File: src/shared/lcms_defines.vh
// Overview of operation
// - strap 00 hardware pins, 01 serial, 10 strobe-style, 11 read/write-strobe parallel
// - parallel port: chip select, 6-bit address, 8-bit data, two strobes, interrupt
// - hardware mode: rails update on rising clock edge if select low, falling if high
// - hardware coding 00 single rail line code, 11 slicer dual rail without recovery
// - microcontroller accesses only honoured while chip select is low
// - hardware loopback 00 none, 11 remote, other codes analog and digital
// - loopback code 01 analog, code 10 digital
// - in-band loopback only under software control, never in hardware mode
// - all interrupt sources merge into one interrupt output
// - global mask bit at one blocks the interrupt output entirely
// - each source maskable through mask registers at 13h and 14h
// - pending sources in status registers 18h and 19h, control at 21h
// - interrupt driver configurable: push-pull high or low, or open drain
`ifndef LCMS_DEFINES_VH
`define LCMS_DEFINES_VH

`define LCMS_MODE_HW        2'b00
`define LCMS_MODE_SERIAL    2'b01
`define LCMS_MODE_PAR_DS    2'b10
`define LCMS_MODE_PAR_RW    2'b11

`define LCMS_CODING_SR_LINE 2'b00
`define LCMS_CODING_SR_AMI  2'b01
`define LCMS_CODING_DR_CDR  2'b10
`define LCMS_CODING_SLICER  2'b11

`define LCMS_LOOP_NONE      2'b00
`define LCMS_LOOP_ANALOG    2'b01
`define LCMS_LOOP_DIGITAL   2'b10
`define LCMS_LOOP_REMOTE    2'b11

`define LCMS_OFS_CONFIG     6'h01
`define LCMS_OFS_MODE_STAT  6'h02
`define LCMS_OFS_MASK_LO    6'h13
`define LCMS_OFS_MASK_HI    6'h14
`define LCMS_OFS_STAT_LO    6'h18
`define LCMS_OFS_STAT_HI    6'h19
`define LCMS_OFS_INT_CTRL   6'h21

`define LCMS_CFG_EDGE       0
`define LCMS_CFG_CODING_LO  1
`define LCMS_CFG_LOOP_LO    3
`define LCMS_CFG_INBAND     5

`define LCMS_ICTL_GMASK     0
`define LCMS_ICTL_ACT_HIGH  1
`define LCMS_ICTL_OPEN_DRN  2

`define LCMS_RST_CONFIG     8'h00
`define LCMS_RST_MASK       8'hFF
`define LCMS_RST_INT_CTRL   8'h01

`define LCMS_STRAP_SETTLE   2'd3

`endif

File: src/rtl/lcms_sync2.v
`timescale 1ns/1ps
module lcms_sync2 #(
   parameter W       = 1,
   parameter RST_VAL = 1'b0
) (
   // clock and reset
   input  wire         clock_i,
   input  wire         reset_i,
   // data
   input  wire [W-1:0] async_i,
   output wire [W-1:0] sync_o
);
   reg [W-1:0] meta_q;
   reg [W-1:0] sync_q;

   always @(posedge clock_i) begin
      if (reset_i) begin
         meta_q <= {W{RST_VAL}};
         sync_q <= {W{RST_VAL}};
      end else begin
         meta_q <= async_i;
         sync_q <= meta_q;
      end
   end

   assign sync_o = sync_q;
endmodule // lcms_sync2

File: src/rtl/lcms_top.v
`timescale 1ns/1ps
`include "lcms_defines.vh"
module lcms_top (
   // clock and reset
   input  wire        clock_i,
   input  wire        reset_i,
   // control mode strap
   input  wire [1:0]  mode_select_i,
   // hardware configuration pins
   input  wire        rx_clock_edge_select_i,
   input  wire        rail_coding_select_hi_i,
   input  wire        rail_coding_select_lo_i,
   input  wire        ch1_loopback_select_hi_i,
   input  wire        ch1_loopback_select_lo_i,
   // receive rails
   input  wire        recovered_rx_clock_i,
   input  wire        rail_pos_in_i,
   input  wire        rail_neg_in_i,
   output reg         rx_rail_positive_o,
   output reg         rx_rail_negative_o,
   // parallel microcontroller port
   input  wire        cs_n_i,
   input  wire [5:0]  addr_i,
   input  wire        data_or_read_strobe_n_i,
   input  wire        dir_or_write_strobe_n_i,
   input  wire [7:0]  data_i,
   output reg  [7:0]  data_o,
   output reg         data_oe_o,
   // interrupt sources and output
   input  wire [15:0] irq_event_i,
   output reg         int_o,
   output reg         int_oe_o,
   // decoded configuration
   output reg  [1:0]  control_mode_o,
   output reg         dual_rail_o,
   output reg         line_code_ami_o,
   output reg         clock_data_recovery_o,
   output reg         loop_analog_o,
   output reg         loop_digital_o,
   output reg         loop_remote_o,
   output reg         loop_inband_o
);
   wire [1:0]  mode_s;
   wire        edge_s;
   wire [1:0]  coding_s;
   wire [1:0]  loop_s;
   wire        rclk_s;
   wire [5:0]  addr_s;
   wire [7:0]  data_s;
   wire        cs_n_s;
   wire        data_or_read_strobe_n_s;
   wire        rw_wr_n_s;

   // strap pins cross into the clock domain
   lcms_sync2 #(
      .W       (2),
      .RST_VAL (1'b0)
   ) u_sync_strap (
      .clock_i (clock_i),
      .reset_i (reset_i),
      .async_i (mode_select_i),
      .sync_o  (mode_s)
   );

   // hardware configuration pins
   lcms_sync2 #(
      .W       (5),
      .RST_VAL (1'b0)
   ) u_sync_hw (
      .clock_i (clock_i),
      .reset_i (reset_i),
      .async_i ({rx_clock_edge_select_i,
                 rail_coding_select_hi_i, rail_coding_select_lo_i,
                 ch1_loopback_select_hi_i, ch1_loopback_select_lo_i}),
      .sync_o  ({edge_s, coding_s, loop_s})
   );

   // receive clock has its own pair; reset low matches the idle pin,
   // so no false edge follows reset
   lcms_sync2 #(
      .W       (1),
      .RST_VAL (1'b0)
   ) u_sync_rclk (
      .clock_i (clock_i),
      .reset_i (reset_i),
      .async_i (recovered_rx_clock_i),
      .sync_o  (rclk_s)
   );

   // address and data are copied bit by bit; safe only because they
   // stand still for three clocks before the strobes move
   lcms_sync2 #(
      .W       (14),
      .RST_VAL (1'b0)
   ) u_sync_bus (
      .clock_i (clock_i),
      .reset_i (reset_i),
      .async_i ({addr_i, data_i}),
      .sync_o  ({addr_s, data_s})
   );

   // active low controls idle high through reset
   lcms_sync2 #(
      .W       (3),
      .RST_VAL (1'b1)
   ) u_sync_ctl (
      .clock_i (clock_i),
      .reset_i (reset_i),
      .async_i ({cs_n_i, data_or_read_strobe_n_i, dir_or_write_strobe_n_i}),
      .sync_o  ({cs_n_s, data_or_read_strobe_n_s, rw_wr_n_s})
   );

   // strap capture once the synchroniser has filled
   reg  [1:0]  settle_q;
   reg         strap_done_q;
   reg  [1:0]  mode_q;

   always @(posedge clock_i) begin
      if (reset_i) begin
         settle_q     <= 2'd0;
         strap_done_q <= 1'b0;
         mode_q       <= `LCMS_MODE_HW;
      end else if (!strap_done_q) begin
         if (settle_q == `LCMS_STRAP_SETTLE - 2'd1) begin
            strap_done_q <= 1'b1;
            mode_q       <= mode_s;
         end else begin
            settle_q <= settle_q + 2'd1;
         end
      end
   end

   wire hw_mode  = (mode_q == `LCMS_MODE_HW);
   wire par_ds   = (mode_q == `LCMS_MODE_PAR_DS);
   wire par_rw   = (mode_q == `LCMS_MODE_PAR_RW);
   // serial port shifting lives elsewhere; here serial mode just
   // keeps the parallel strobes from being decoded
   wire par_mode = strap_done_q & (par_ds | par_rw);

   // parallel access decode
   wire cs_act = par_mode & ~cs_n_s;
   wire rd_act = cs_act & (par_ds ? (~data_or_read_strobe_n_s & rw_wr_n_s)
                                  : ~data_or_read_strobe_n_s);
   wire wr_act = cs_act & (par_ds ? (~data_or_read_strobe_n_s & ~rw_wr_n_s)
                                  : ~rw_wr_n_s);
   reg  wr_prev_q;
   wire wr_take = wr_act & ~wr_prev_q;

   reg  [7:0]  cfg_q;
   reg  [7:0]  mask_lo_q;
   reg  [7:0]  mask_hi_q;
   reg  [7:0]  int_ctrl_q;
   reg  [15:0] status_q;
   reg  [15:0] status_clr;
   reg  [7:0]  rd_data;

   always @* begin
      status_clr = 16'h0000;
      if (wr_take && addr_s == `LCMS_OFS_STAT_LO) begin
         status_clr[7:0] = data_s;
      end
      if (wr_take && addr_s == `LCMS_OFS_STAT_HI) begin
         status_clr[15:8] = data_s;
      end
   end

   always @(posedge clock_i) begin
      if (reset_i) begin
         wr_prev_q  <= 1'b0;
         cfg_q      <= `LCMS_RST_CONFIG;
         mask_lo_q  <= `LCMS_RST_MASK;
         mask_hi_q  <= `LCMS_RST_MASK;
         int_ctrl_q <= `LCMS_RST_INT_CTRL;
         status_q   <= 16'h0000;
      end else begin
         wr_prev_q <= wr_act;
         if (wr_take) begin
            case (addr_s)
               `LCMS_OFS_CONFIG:   cfg_q      <= data_s;
               `LCMS_OFS_MASK_LO:  mask_lo_q  <= data_s;
               `LCMS_OFS_MASK_HI:  mask_hi_q  <= data_s;
               `LCMS_OFS_INT_CTRL: int_ctrl_q <= data_s;
               default: ;
            endcase
         end
         // a new event wins over a clear in the same cycle
         status_q <= (status_q & ~status_clr) | irq_event_i;
      end
   end

   always @* begin
      case (addr_s)
         `LCMS_OFS_CONFIG:    rd_data = cfg_q;
         `LCMS_OFS_MODE_STAT: rd_data = {6'h00, mode_q};
         `LCMS_OFS_MASK_LO:   rd_data = mask_lo_q;
         `LCMS_OFS_MASK_HI:   rd_data = mask_hi_q;
         `LCMS_OFS_STAT_LO:   rd_data = status_q[7:0];
         `LCMS_OFS_STAT_HI:   rd_data = status_q[15:8];
         `LCMS_OFS_INT_CTRL:  rd_data = int_ctrl_q;
         default:             rd_data = 8'h00;
      endcase
   end

   always @(posedge clock_i) begin
      if (reset_i) begin
         data_o    <= 8'h00;
         data_oe_o <= 1'b0;
      end else begin
         data_oe_o <= rd_act;
         data_o    <= rd_act ? rd_data : 8'h00;
      end
   end

   // interrupt merge and driver
   wire [15:0] mask_all = {mask_hi_q, mask_lo_q};
   wire        irq_any  = |(status_q & ~mask_all);
   wire        irq_req  = irq_any & ~int_ctrl_q[`LCMS_ICTL_GMASK];

   reg         int_d;
   reg         int_oe_d;

   always @* begin
      int_d    = 1'b0;
      int_oe_d = 1'b1;
      if (int_ctrl_q[`LCMS_ICTL_OPEN_DRN]) begin
         // open drain only pulls low; the board pull-up gives the idle level
         int_oe_d = irq_req;
      end else begin
         int_d = int_ctrl_q[`LCMS_ICTL_ACT_HIGH] ? irq_req : ~irq_req;
      end
   end

   always @(posedge clock_i) begin
      if (reset_i) begin
         int_o    <= 1'b0;
         int_oe_o <= 1'b0;
      end else begin
         int_o    <= int_d;
         int_oe_o <= int_oe_d;
      end
   end

   // effective configuration: pins in hardware mode, register otherwise
   wire       eff_edge   = hw_mode ? edge_s
                                   : cfg_q[`LCMS_CFG_EDGE];
   wire [1:0] eff_coding = hw_mode ? coding_s
                                   : cfg_q[`LCMS_CFG_CODING_LO +: 2];
   wire [1:0] eff_loop   = hw_mode ? loop_s
                                   : cfg_q[`LCMS_CFG_LOOP_LO +: 2];

   always @(posedge clock_i) begin
      if (reset_i) begin
         control_mode_o        <= `LCMS_MODE_HW;
         dual_rail_o           <= 1'b0;
         line_code_ami_o       <= 1'b0;
         clock_data_recovery_o <= 1'b1;
         loop_analog_o         <= 1'b0;
         loop_digital_o        <= 1'b0;
         loop_remote_o         <= 1'b0;
         loop_inband_o         <= 1'b0;
      end else begin
         control_mode_o <= mode_q;
         case (eff_coding)
            `LCMS_CODING_SR_LINE: begin
               dual_rail_o           <= 1'b0;
               line_code_ami_o       <= 1'b0;
               clock_data_recovery_o <= 1'b1;
            end
            `LCMS_CODING_SR_AMI: begin
               dual_rail_o           <= 1'b0;
               line_code_ami_o       <= 1'b1;
               clock_data_recovery_o <= 1'b1;
            end
            `LCMS_CODING_DR_CDR: begin
               dual_rail_o           <= 1'b1;
               line_code_ami_o       <= 1'b0;
               clock_data_recovery_o <= 1'b1;
            end
            default: begin
               dual_rail_o           <= 1'b1;
               line_code_ami_o       <= 1'b0;
               clock_data_recovery_o <= 1'b0;
            end
         endcase
         loop_analog_o  <= (eff_loop == `LCMS_LOOP_ANALOG);
         loop_digital_o <= (eff_loop == `LCMS_LOOP_DIGITAL);
         loop_remote_o  <= (eff_loop == `LCMS_LOOP_REMOTE);
         // pins have no way to request in-band loopback
         loop_inband_o  <= ~hw_mode & cfg_q[`LCMS_CFG_INBAND];
      end
   end

   // receive rails follow the chosen edge of the recovered clock;
   // edges are seen two cycles late, so the clock must be well below 20 MHz
   reg  rclk_prev_q;
   wire rclk_rise = rclk_s & ~rclk_prev_q;
   wire rclk_fall = ~rclk_s & rclk_prev_q;

   always @(posedge clock_i) begin
      if (reset_i) begin
         rclk_prev_q        <= 1'b0;
         rx_rail_positive_o <= 1'b0;
         rx_rail_negative_o <= 1'b0;
      end else begin
         rclk_prev_q <= rclk_s;
         if (eff_edge ? rclk_fall : rclk_rise) begin
            rx_rail_positive_o <= rail_pos_in_i;
            rx_rail_negative_o <= rail_neg_in_i;
         end
      end
   end
endmodule // lcms_top

File: config.mk
export PLATFORM = sky130hd
export DESIGN_NAME = lcms_top
export DESIGN_NICKNAME = d
export VERILOG_FILES = /design/src/rtl/lcms_sync2.v /design/src/rtl/lcms_top.v
export VERILOG_INCLUDE_DIRS = /design/src /design/src/shared
export SDC_FILE = /design/constraint.sdc
export NUM_CORES = 1
export LEC_CHECK = 0
export BUFFER_PORTS_ARGS = -buffer_cell sky130_fd_sc_hd__buf_2
export CAP_MARGIN = 20
export CORE_MARGIN = 3
export CORE_UTILIZATION = 35
export CTS_CLUSTER_SIZE = 14
export DETAILED_ROUTE_END_ITERATION = 8
export PLACE_DENSITY_LB_ADDON = 0.2
export SLEW_MARGIN = 0
export SYNTH_ARGS = -nofsm -noshare
export SYNTH_HDL_FRONTEND = slang
export SYNTH_HIERARCHICAL = 1
export SYNTH_SLANG_ARGS = --single-unit
File: constraint.sdc
create_clock -name clock_i -period 2.4 [get_ports clock_i]
set_input_delay 0.12 -clock clock_i [delete_from_list [all_inputs] [get_ports clock_i]]
set_output_delay 0.12 -clock clock_i [all_outputs]
set_load 0.05 [all_outputs]
# After elaboration in Yosys (flattened, before gate mapping)
# Cells that the tools add are included.
# word_totals
ff_bits	127
inputBits	45
out_inout_bits	22
elab_cells	110
# classes
n_addsub	1
n_eq_ne	15
mux	16
bitwise	29
n_reduce_logical	15
# op_table
op	n
$pmux 8 s7	1
$and 16x16->16	2
$not 16->16	2
$eq 6x5->1 const B	4
$mux 8	2
$or 16x16->16	1
$reduce_or 16->1	1
$eq 2x2->1 const B	6
$not 1->1	12
$reduce_and 2->1	6
$and 1x1->1	11
$mux 1	11
$eq 6x1->1 const B	1
$eq 6x2->1 const B	1
$eq 6x6->1 const B	1
$reduce_or 2->1	3
$eq 2x1->1 const B	2
$logic_not 2->1	2
$mux 2	2
$reduce_or 3->1	1
$add 2x1->2 const B	1
$logic_and 1x1->1	2
$or 1x1->1	1

# Longest topological paths before layout
# Gate-level depths: netlist of run 1.
# depth
word_depth	11
depth_mapped	9
mapped_depth_nobuf	5

# Cells and area by module
# Netlist of run 1, hierarchy kept.
# by_module_without_submodules
mod	instances	cells_per_inst	area_each_um2	seq_area_each_um2
lcms_top	1	358	3359.5	1541.5
lcms_sync2 (u_sync_bus)	1	58	778.2	560.5
lcms_sync2 (u_sync_hw)	1	20	262.8	200.2
lcms_sync2 (u_sync_ctl)	1	12	157.7	120.1
lcms_sync2 (u_sync_strap)	1	8	105.1	80.1
lcms_sync2 (u_sync_rclk)	1	4	52.6	40.0

# Worst setup path after synthesis of run 1
# OpenSTA, ideal clock, no wires.
# synth_timing
kind	register -> register
startpoint	register u_sync_bus.sync_q[9], in the netlist u_sync_bus/sync_o[9]
endpoint	register mask_hi_q[0]
setup_time_ns	0.120
t_arrival_ns	1.568
t_required_ns	2.280
slack_ns	0.712
stages_incl_launch_ff	9
path_buffers	4
path_cell_list	dfxtp_1 -> buf_6 -> nor4b_2 -> and3b_1 -> buf_6 -> nand2b_2 -> buf_6 -> buf_6 -> a211o_1
# synth_via
elab_chain_cells	2
# synth_lines
item	line	rtl
start, declared	lcms_sync2.v:14	reg [W-1:0] sync_q;
start signal, assigned	lcms_sync2.v:19	sync_q <= {W{RST_VAL}};
start signal, assigned	lcms_sync2.v:22	sync_q <= meta_q;
$eq 6x5->1	lcms_top.v:178	case (addr_s)
$reduce_and 2->1 (no line)	-	
end signal, assigned	lcms_top.v:172	mask_hi_q <= `LCMS_RST_MASK;
end signal, assigned	lcms_top.v:181	`LCMS_OFS_MASK_HI: mask_hi_q <= data_s;
end, declared	lcms_top.v:151	reg [7:0] mask_hi_q;
# Every way passes these cells.
# A chain may end at the register's enable or synchronous reset.

# Worst setup path after layout of run 1
# layout_timing
startpoint	register u_sync_bus.sync_q[8], in the netlist u_sync_bus/sync_o[8]
endpoint	register int_ctrl_q[0]
# layout_via
elab_chain_cells	2
# layout_lines
item	line	rtl
$eq 6x6->1	lcms_top.v:178	
$reduce_and 2->1 (no line)	-	
end signal, assigned	lcms_top.v:173	int_ctrl_q <= `LCMS_RST_INT_CTRL;
end signal, assigned	lcms_top.v:182	`LCMS_OFS_INT_CTRL: int_ctrl_q <= data_s;
end, declared	lcms_top.v:152	reg [7:0] int_ctrl_q;
# Every way passes these cells.

==> impl_metrics.csv, run 1 <==
group,metric,value,unit
critical_path,rr_startpoint,"u_sync_bus/sync_o[8]$_SDFF_PP0_",
outcome,status,"finished, final reports clean",
cells_and_area,mostFrequentLayoutCell,"dfxtp_1",
critical_path,endpoint_kind,"flop",
critical_path,r2r_end,"int_ctrl_q[0]$_SDFFE_PP1P_",
timing,min_period,2050,ps
synth,syn-cell-area,0.00472,mm²
synth,synth_cell_type_count,49,
floorplan,die_h,122,µm
synth,async_flop_share,0,%
timing,fin_setup_tns,0,ps
power_and_ir_drop,power,5.25,mW
power_and_ir_drop,p_sw_share,21.9,%
floorplan,core_area,0.0129,mm²
floorplan,rows,41,
cells_and_area,multi_input_area,0.00190,mm²
place,place_ws,380,ps
route,drc,0,
timing,fin_skew,7.05,ps
floorplan,die-area,0.0149,mm²
floorplan,start_util,36.6,%
timing,final_max_slew_viol_count,0,
power_and_ir_drop,ir_drop,465,µV
clock_tree,path_clk_slew,60,ps
critical_path,cp_data_arrival_time,2350,ps
synth,synthFlopType,"dfxtp_1",
route,drtPass1Iterations,4,
clock_tree,numCtsBuffers,17,
global_routing,grt_max_degree,69,
run,max-cap-violations,0,
cells_and_area,drive_gt1_share,20.9,%
clock_tree,cts_tree,"built",
clock_tree,clock-sinks,127,
synth,synth.net_count,506,
global_routing,gr-total-overflow,0,
timing,fmax,488,MHz
cells_and_area,post-route-util,48.1,%
global_routing,antenna_found_initial,0,
synth,synth-seq-area-share,53.9,%
place,gp_congestion,0.820,
floorplan,fp.dieW,122,µm
route,totalWireLength,10700,µm
clock_tree,cts_resized,0,
critical_path,start_kind,"flop",
cells_and_area,stdcell_area,0.00620,mm²
timing,period_share,85.3,%
floorplan,ios,67,
place,dp.cells,682,
critical_path,timing.critical_path.required,2700,ps
route,vias_per_cell,4.74,
power_and_ir_drop,power_switching,1.15,mW
place,io_buffers,66,
cells_and_area,layout_common_cells,"dfxtp_1 (127), buf_2 (65), nor2b_1 (50)",
synth,yosysTopAreaCell,"dfxtp_1",
critical_path,critPathMaxFanout,9,
timing,holdWs,29.3,ps
route,routed-via-count,3584,
place,dp_hpwl,7190,µm
cells_and_area,fillCellCount,1166,
cells_and_area,syn_to_final_growth,31.5,%
route,wl_per_cell,14.1,µm
synth,synth_top_area_share,53.9,%
worst_hold_path,min_path_type,"input pin to flop",
power_and_ir_drop,pwr-share-seq,43.1,%
worst_hold_path,holdPathEnd,"control_mode_o[1]$_SDFF_PP0_",
power_and_ir_drop,p_int,4.10,mW
critical_path,reg2reg_setup_slack,350,ps
worst_hold_path,hp-start,"reset_i",
power_and_ir_drop,power.share.clock,50.9,%
synth,synthesis.instances,460,
cells_and_area,antenna_cells,0,
synth,postSynthAreaPerCell,10.3,µm²
global_routing,grt_pass1_wl,17700,µm
route,drt_iter0_drc,226,
timing,report.final.setup_viol,0,
power_and_ir_drop,combPwrFrac,6.0,%
power_and_ir_drop,p_per_area,846,mW/mm²
cells_and_area,fin_cells,756,
cells_and_area,register_area,0.00254,mm²
timing,rsz0062_at_grt,"false",
place,dpl-instance-area,0.00515,mm²
worst_hold_path,hold_depth,2,
critical_path,reg2reg_depth,6,
timing,hold_violations,0,
global_routing,grt_pass1_vias,3625,
critical_path,worstSetupPathType,"flop to flop",
clock_tree,cts_root_buf,"clkbuf_16",
synth,ys.warnings.count,6,
route,ant_nets,0,
timing,worst_pin_slew,695,ps
critical_path,worstSetupStartpoint,"u_sync_bus/sync_o[8]$_SDFF_PP0_",
clock_tree,clock_latency,420,ps
timing,setup_ws,352,ps
synth,synth-edff-count,0,
global_routing,grt_usage,15.4,%
clock_tree,h-tree-depth,4,
power_and_ir_drop,p_leak,2.52,nW
synth,synth_seq_cells,127,
clock_tree,clock_path_buffers,2,
synth,synthTopCellsByArea,"dfxtp_1 (54%), nor2b_1 (6.6%), mux2i_1 (4.5%)",
cells_and_area,fin_nets,618,
timing,relSlewSlack,53.7,%
## worst max-delay path, stage by stage (launching register included)
cell	delay, ps
dfxtp_1	490
nor3b_1	290
and3_1	400
nor3b_2	220
buf_4	210
nor2b_1	60
a211o_1	270
## state kept, by name, summed over array words and instances, names as in the netlist, 2 cells and up
name	flops
int_ctrl_q	8
status_q	16
data_o	8
u_sync_ctl/sync_o	3
mask_hi_q	8
mask_lo_q	8
u_sync_ctl/meta_q	3
u_sync_strap/sync_o	2
control_mode_o	2
settle_q	2
mode_q	2
u_sync_bus/meta_q	14
u_sync_hw/sync_o	5
cfg_q	8
u_sync_bus/sync_o	14
u_sync_strap/meta_q	2
u_sync_hw/meta_q	5
## how the worst max path moves through the flow
stage	slack [ps]	endpoint	cells after the start
6_report	350	int_ctrl_q[0]$_SDFFE_PP1P_	6
5_1_grt	170	int_ctrl_q[0]$_SDFFE_PP1P_	6
4_1_cts	370	int_ctrl_q[0]$_SDFFE_PP1P_	6
3_5_place_dp	380	int_ctrl_q[0]$_SDFFE_PP1P_	6
3_3_place_gp	470	int_ctrl_q[0]$_SDFFE_PP1P_	6
2_1_floorplan	710	mask_hi_q[0]$_SDFFE_PP1P_	8
## synth_stat cells, drive strengths merged, types with 9 or more instances
cell type and number:
dfxtp 127, nor2b 50, nor2 46, inv 28, a22oi 22, mux2i 21
nand2b 18, a211o 17, buf 14, a21oi 12, and2b 11, o21ai 10
clkbuf 9
## power groups by stage
stage,logic (mW),clock network [mW],registers (mW)
4_1_cts,0.319,2.73,2.26
6_report,0.317,2.67,2.26
3_5_place_dp,0.265,0,2.30
3_3_place_gp,0.255,0,2.30
2_1_floorplan,0.175,0,2.30
5_1_grt,0.359,2.82,2.27
## logic make-up after synthesis
family | Yosys count | synth area share, %
AO/OA/AOI/OAI | 88 | 13.5
XOR/XNOR | 2 | 0.372
adder cells (fa/ha/maj) | 1 | 0.265
buffers and inverters | 51 | 5.70
flip-flops | 127 | 53.9
multiplexers | 21 | 4.46
AND/OR/NAND/NOR | 170 | 21.8
## final cells by class
class | count | area share, %
clock inverter | 13 | 3.03
timing repair buffer | 116 | 13.2
multi-input combinational | 282 | 30.7
sequential | 127 | 41.0
clock buffer | 18 | 6.92
inverter | 28 | 1.70
tap | 172 | 3.47
## repair_timing
| action | in CTS | in global routing |
|---|---|---|
| endpoints found under the hold margin | 43 | 0 |
| setup buffers | 0 | 0 |
| hold buffers | 43 | 0 |
## per-layer routing
metal / part of all wire (%) / vias to the layer above / GRT usage (%) / wire length, µm
met1: 48 / 1669 / 19.3 / 5120
met4: 3.2 / 0 / 7.63 / 346
met3: 4.0 / 30 / 5.06 / 425
li1: - / 1804 / - / -
met2: 45 / 81 / 23.8 / 4790
met5: 0 / - / 0 / 0
No activity file was read; power rests on OpenSTA's default activity.
==> inputs of run 2 (changes only) <==
ABC_AREA = 1   (was unset)
==> run 2 against run 1 <==
Die area grew 3.2%. Sequential power rose by 2%. Wire length increased by 11%. Critical path depth grew 2. Global-route usage increased by 0.92 points. Final area up 2.3%. Sequential share of layout area decreased by 0.91 points. Final cell count up 25%. First-iteration DRC count rose by 32%. Maximum frequency rose by 22%. Clock-buffer cell count increased by 7. Setup slack better by 370 ps. Largest power group unchanged.
==> impl_metrics.csv, run 2 <==
group,metric,value,unit
outcome,status,"finished, final reports clean",
synth,synthTopCellsByArea,"dfxtp_1 (52%), inv_1 (9.0%), nand2_1 (8.9%)",
synth,synthesis.instances,644,
clock_tree,cts_root_buf,"clkbuf_16",
cells_and_area,fillCellCount,1373,
cells_and_area,syn_to_final_growth,30.1,%
cells_and_area,largest_reg_flops,16,
floorplan,core_area,0.0135,mm²
global_routing,grt_usage,16.3,%
global_routing,antenna_found_initial,0,
cells_and_area,register_area,0.00254,mm²
synth,synth-edff-count,0,
cells_and_area,largest_register,"status_q",
power_and_ir_drop,p_per_area,836,mW/mm²
floorplan,ios,67,
synth,synth_top_area_share,52.2,%
power_and_ir_drop,p_leak,3.06,nW
critical_path,crit_path_frequent_cell,"nand2_1",
timing,holdWs,15.1,ps
timing,relSlewSlack,51.8,%
timing,setup_ws,720,ps
clock_tree,h-tree-depth,4,
floorplan,rows,42,
synth,synth_seq_cells,127,
power_and_ir_drop,power_switching,1.25,mW
global_routing,grt_pass1_vias,3985,
route,totalWireLength,11900,µm
floorplan,fp.dieW,124,µm
timing,hold_violations,0,
cells_and_area,fin_cells,946,
route,drt_iter0_drc,298,
route,drtPass1Iterations,5,
timing,min_period,1680,ps
synth,synth.net_count,690,
power_and_ir_drop,power.share.clock,47.3,%
clock_tree,clock_path_buffers,2,
route,vias_per_cell,4.54,
synth,synth_most_common_cell,"dfxtp_1",
clock_tree,postCtsSetupBuffers,0,
run,max-cap-violations,0,
place,io_buffers,66,
timing,final_max_slew_viol_count,0,
route,routed-via-count,4299,
critical_path,cp_data_arrival_time,2020,ps
clock_tree,cts_hold_buf,42,
cells_and_area,antenna_cells,0,
synth,synth_common_cells,"dfxtp_1 (127), inv_1 (117), nand2_1 (116), nor2_1 (116), o21ai_0 (41)",
synth,syn-cell-area,0.00487,mm²
power_and_ir_drop,p_int,4.06,mW
floorplan,start_util,36.2,%
synth,ys.warnings.count,6,
power_and_ir_drop,p_sw_share,23.5,%
synth,synth-seq-area-share,52.2,%
place,dp_hpwl,8270,µm
timing,worst_pin_slew,718,ps
synth,async_flop_share,0,%
clock_tree,cts_tree,"built",
place,gp_congestion,0.953,
global_routing,grt_pass1_wl,19000,µm
place,dp.cells,873,
power_and_ir_drop,combPwrFrac,9.2,%
critical_path,cp_cell_sequence,"inv_1 > nor2_4 > nand2_1 > nor2_2 > nand2_1 > nand2_1 > nor2_1 > a21oi_1",
floorplan,die-area,0.0154,mm²
clock_tree,clock-sinks,127,
timing,fin_skew,7.27,ps
timing,report.final.setup_viol,0,
synth,postSynthAreaPerCell,7.57,µm²
timing,fmax,595,MHz
cells_and_area,layout_common_cells,"dfxtp_1 (127), inv_1 (117), nand2_1 (116), nor2_1 (116), buf_2 (66)",
route,drc,0,
critical_path,critPathMaxFanout,14,
clock_tree,numCtsBuffers,17,
critical_path,cpMaxStageDelayCell,"nor2_2",
timing,fin_setup_tns,0,ps
cells_and_area,mostFrequentLayoutCell,"dfxtp_1",
timing,period_share,70.0,%
cells_and_area,multi_input_area,0.00177,mm²
global_routing,grt_max_degree,65,
synth,synth_cell_type_count,26,
critical_path,endpoint_kind,"flop",
critical_path,cpPeakStageDelay,520,ps
place,place_ws,752,ps
cells_and_area,drive_gt1_share,15.3,%
synth,yosysTopAreaCell,"dfxtp_1",
route,ant_nets,0,
synth,synthFlopType,"dfxtp_1",
power_and_ir_drop,ir_drop,451,µV
global_routing,gr-total-overflow,0,
clock_tree,clock_latency,420,ps
clock_tree,cts_resized,0,
critical_path,worstSetupPathType,"flop to flop",
floorplan,die_h,124,µm
critical_path,timing.critical_path.required,2740,ps
critical_path,start_kind,"flop",
power_and_ir_drop,pwr-share-seq,43.5,%
worst_hold_path,min_path_type,"input pin to flop",
route,wl_per_cell,12.6,µm
cells_and_area,fin_nets,804,
timing,rsz0062_at_grt,"false",
clock_tree,path_clk_slew,50,ps
==> run 2: cell types whose count changed in the layout (fill, tap and decap cells not counted), moves of 16 or more <==
cell      previous run  this run
a21oi_1             12        30
nand2b_1            17         0
a211o_1             17         0
a22oi_1             22         0
nand3_1              5        34
o211ai_1             0        16
mux2i_1             21         0
nor2b_1             50         0
o21ai_0             10        41
inv_1               28       117
nand2_1              6       116
nor2_1              45       116
==> run 2: area by class of cell <==
type                            count  share of cell area [%]
Clock inverter                      6                    1.26
Sequential cell                   127                    40.1
Tap cell                          176                    3.47
Inverter                          121                    7.16
Clock buffer                       25                    7.97
Multi-Input combinational cell    380                    27.8
Timing Repair Buffer              111                    12.2
==> run 2: through the flow <==
step	instance area [µm²]	utilization, %	power (mW)
after floorplan	4870	-	2.65
after global placement	5340	39.7	2.77
after detailed placement	5340	39.7	2.79
after CTS	6340	47.1	5.37
after global routing	6340	47.1	5.53
final	6340	47.1	5.30
==> run 2: worst paths after layout <==
path | startpoint | endpoint | slack [ps] | cells after the start
worst max-delay path | u_sync_bus/sync_o[12]$_SDFF_PP0_ | data_o[7]$_SDFF_PP0_ | 720 | 8
worst min-delay path | reset_i | control_mode_o[0]$_SDFF_PP0_ | 20 | 2
worst max register to register | u_sync_bus/sync_o[12]$_SDFF_PP0_ | data_o[7]$_SDFF_PP0_ | 720 | 8
worst min register to register | u_sync_hw/meta_q[4]$_SDFF_PP0_ | u_sync_hw/sync_o[4]$_SDFF_PP0_ | 400 | 2
==> run 2: cells by family after synthesis <==
logic type | Yosys count | synth area share, %
compound gates | 89 | 10.0
flops | 127 | 52.2
buf+inv | 137 | 11.6
fa+ha+maj | 1 | 0.257
mux | 1 | 0.231
simple gates | 289 | 25.7
==> run 2: critical path, delay by kind of cell, from the launching register on <==
kind            cells  cell delay (ps)
compound gates      1              140
buf+inv             1               80
flops               1              360
simple gates        6             1020
==> run 2: per-layer routing <==
metal  wire [µm]  part of all wire [%]  up-vias  global-route usage [%]
met1        5580                    47     1958                    20.5
met2        5410                    46      114                    25.6
met5           0                     0        -                       0
met3         617                   5.2       22                    5.22
met4         267                   2.2        0                    7.53
li1            -                     -     2205                       -
==> run 2: power by group through the flow <==
stage	Combinational, mW	Sequential [mW]	Clock (mW)
after CTS	0.492	2.30	2.57
final	0.487	2.30	2.51
after global placement	0.428	2.35	0
after floorplan	0.239	2.41	0
after detailed placement	0.438	2.35	0
after global routing	0.557	2.32	2.66
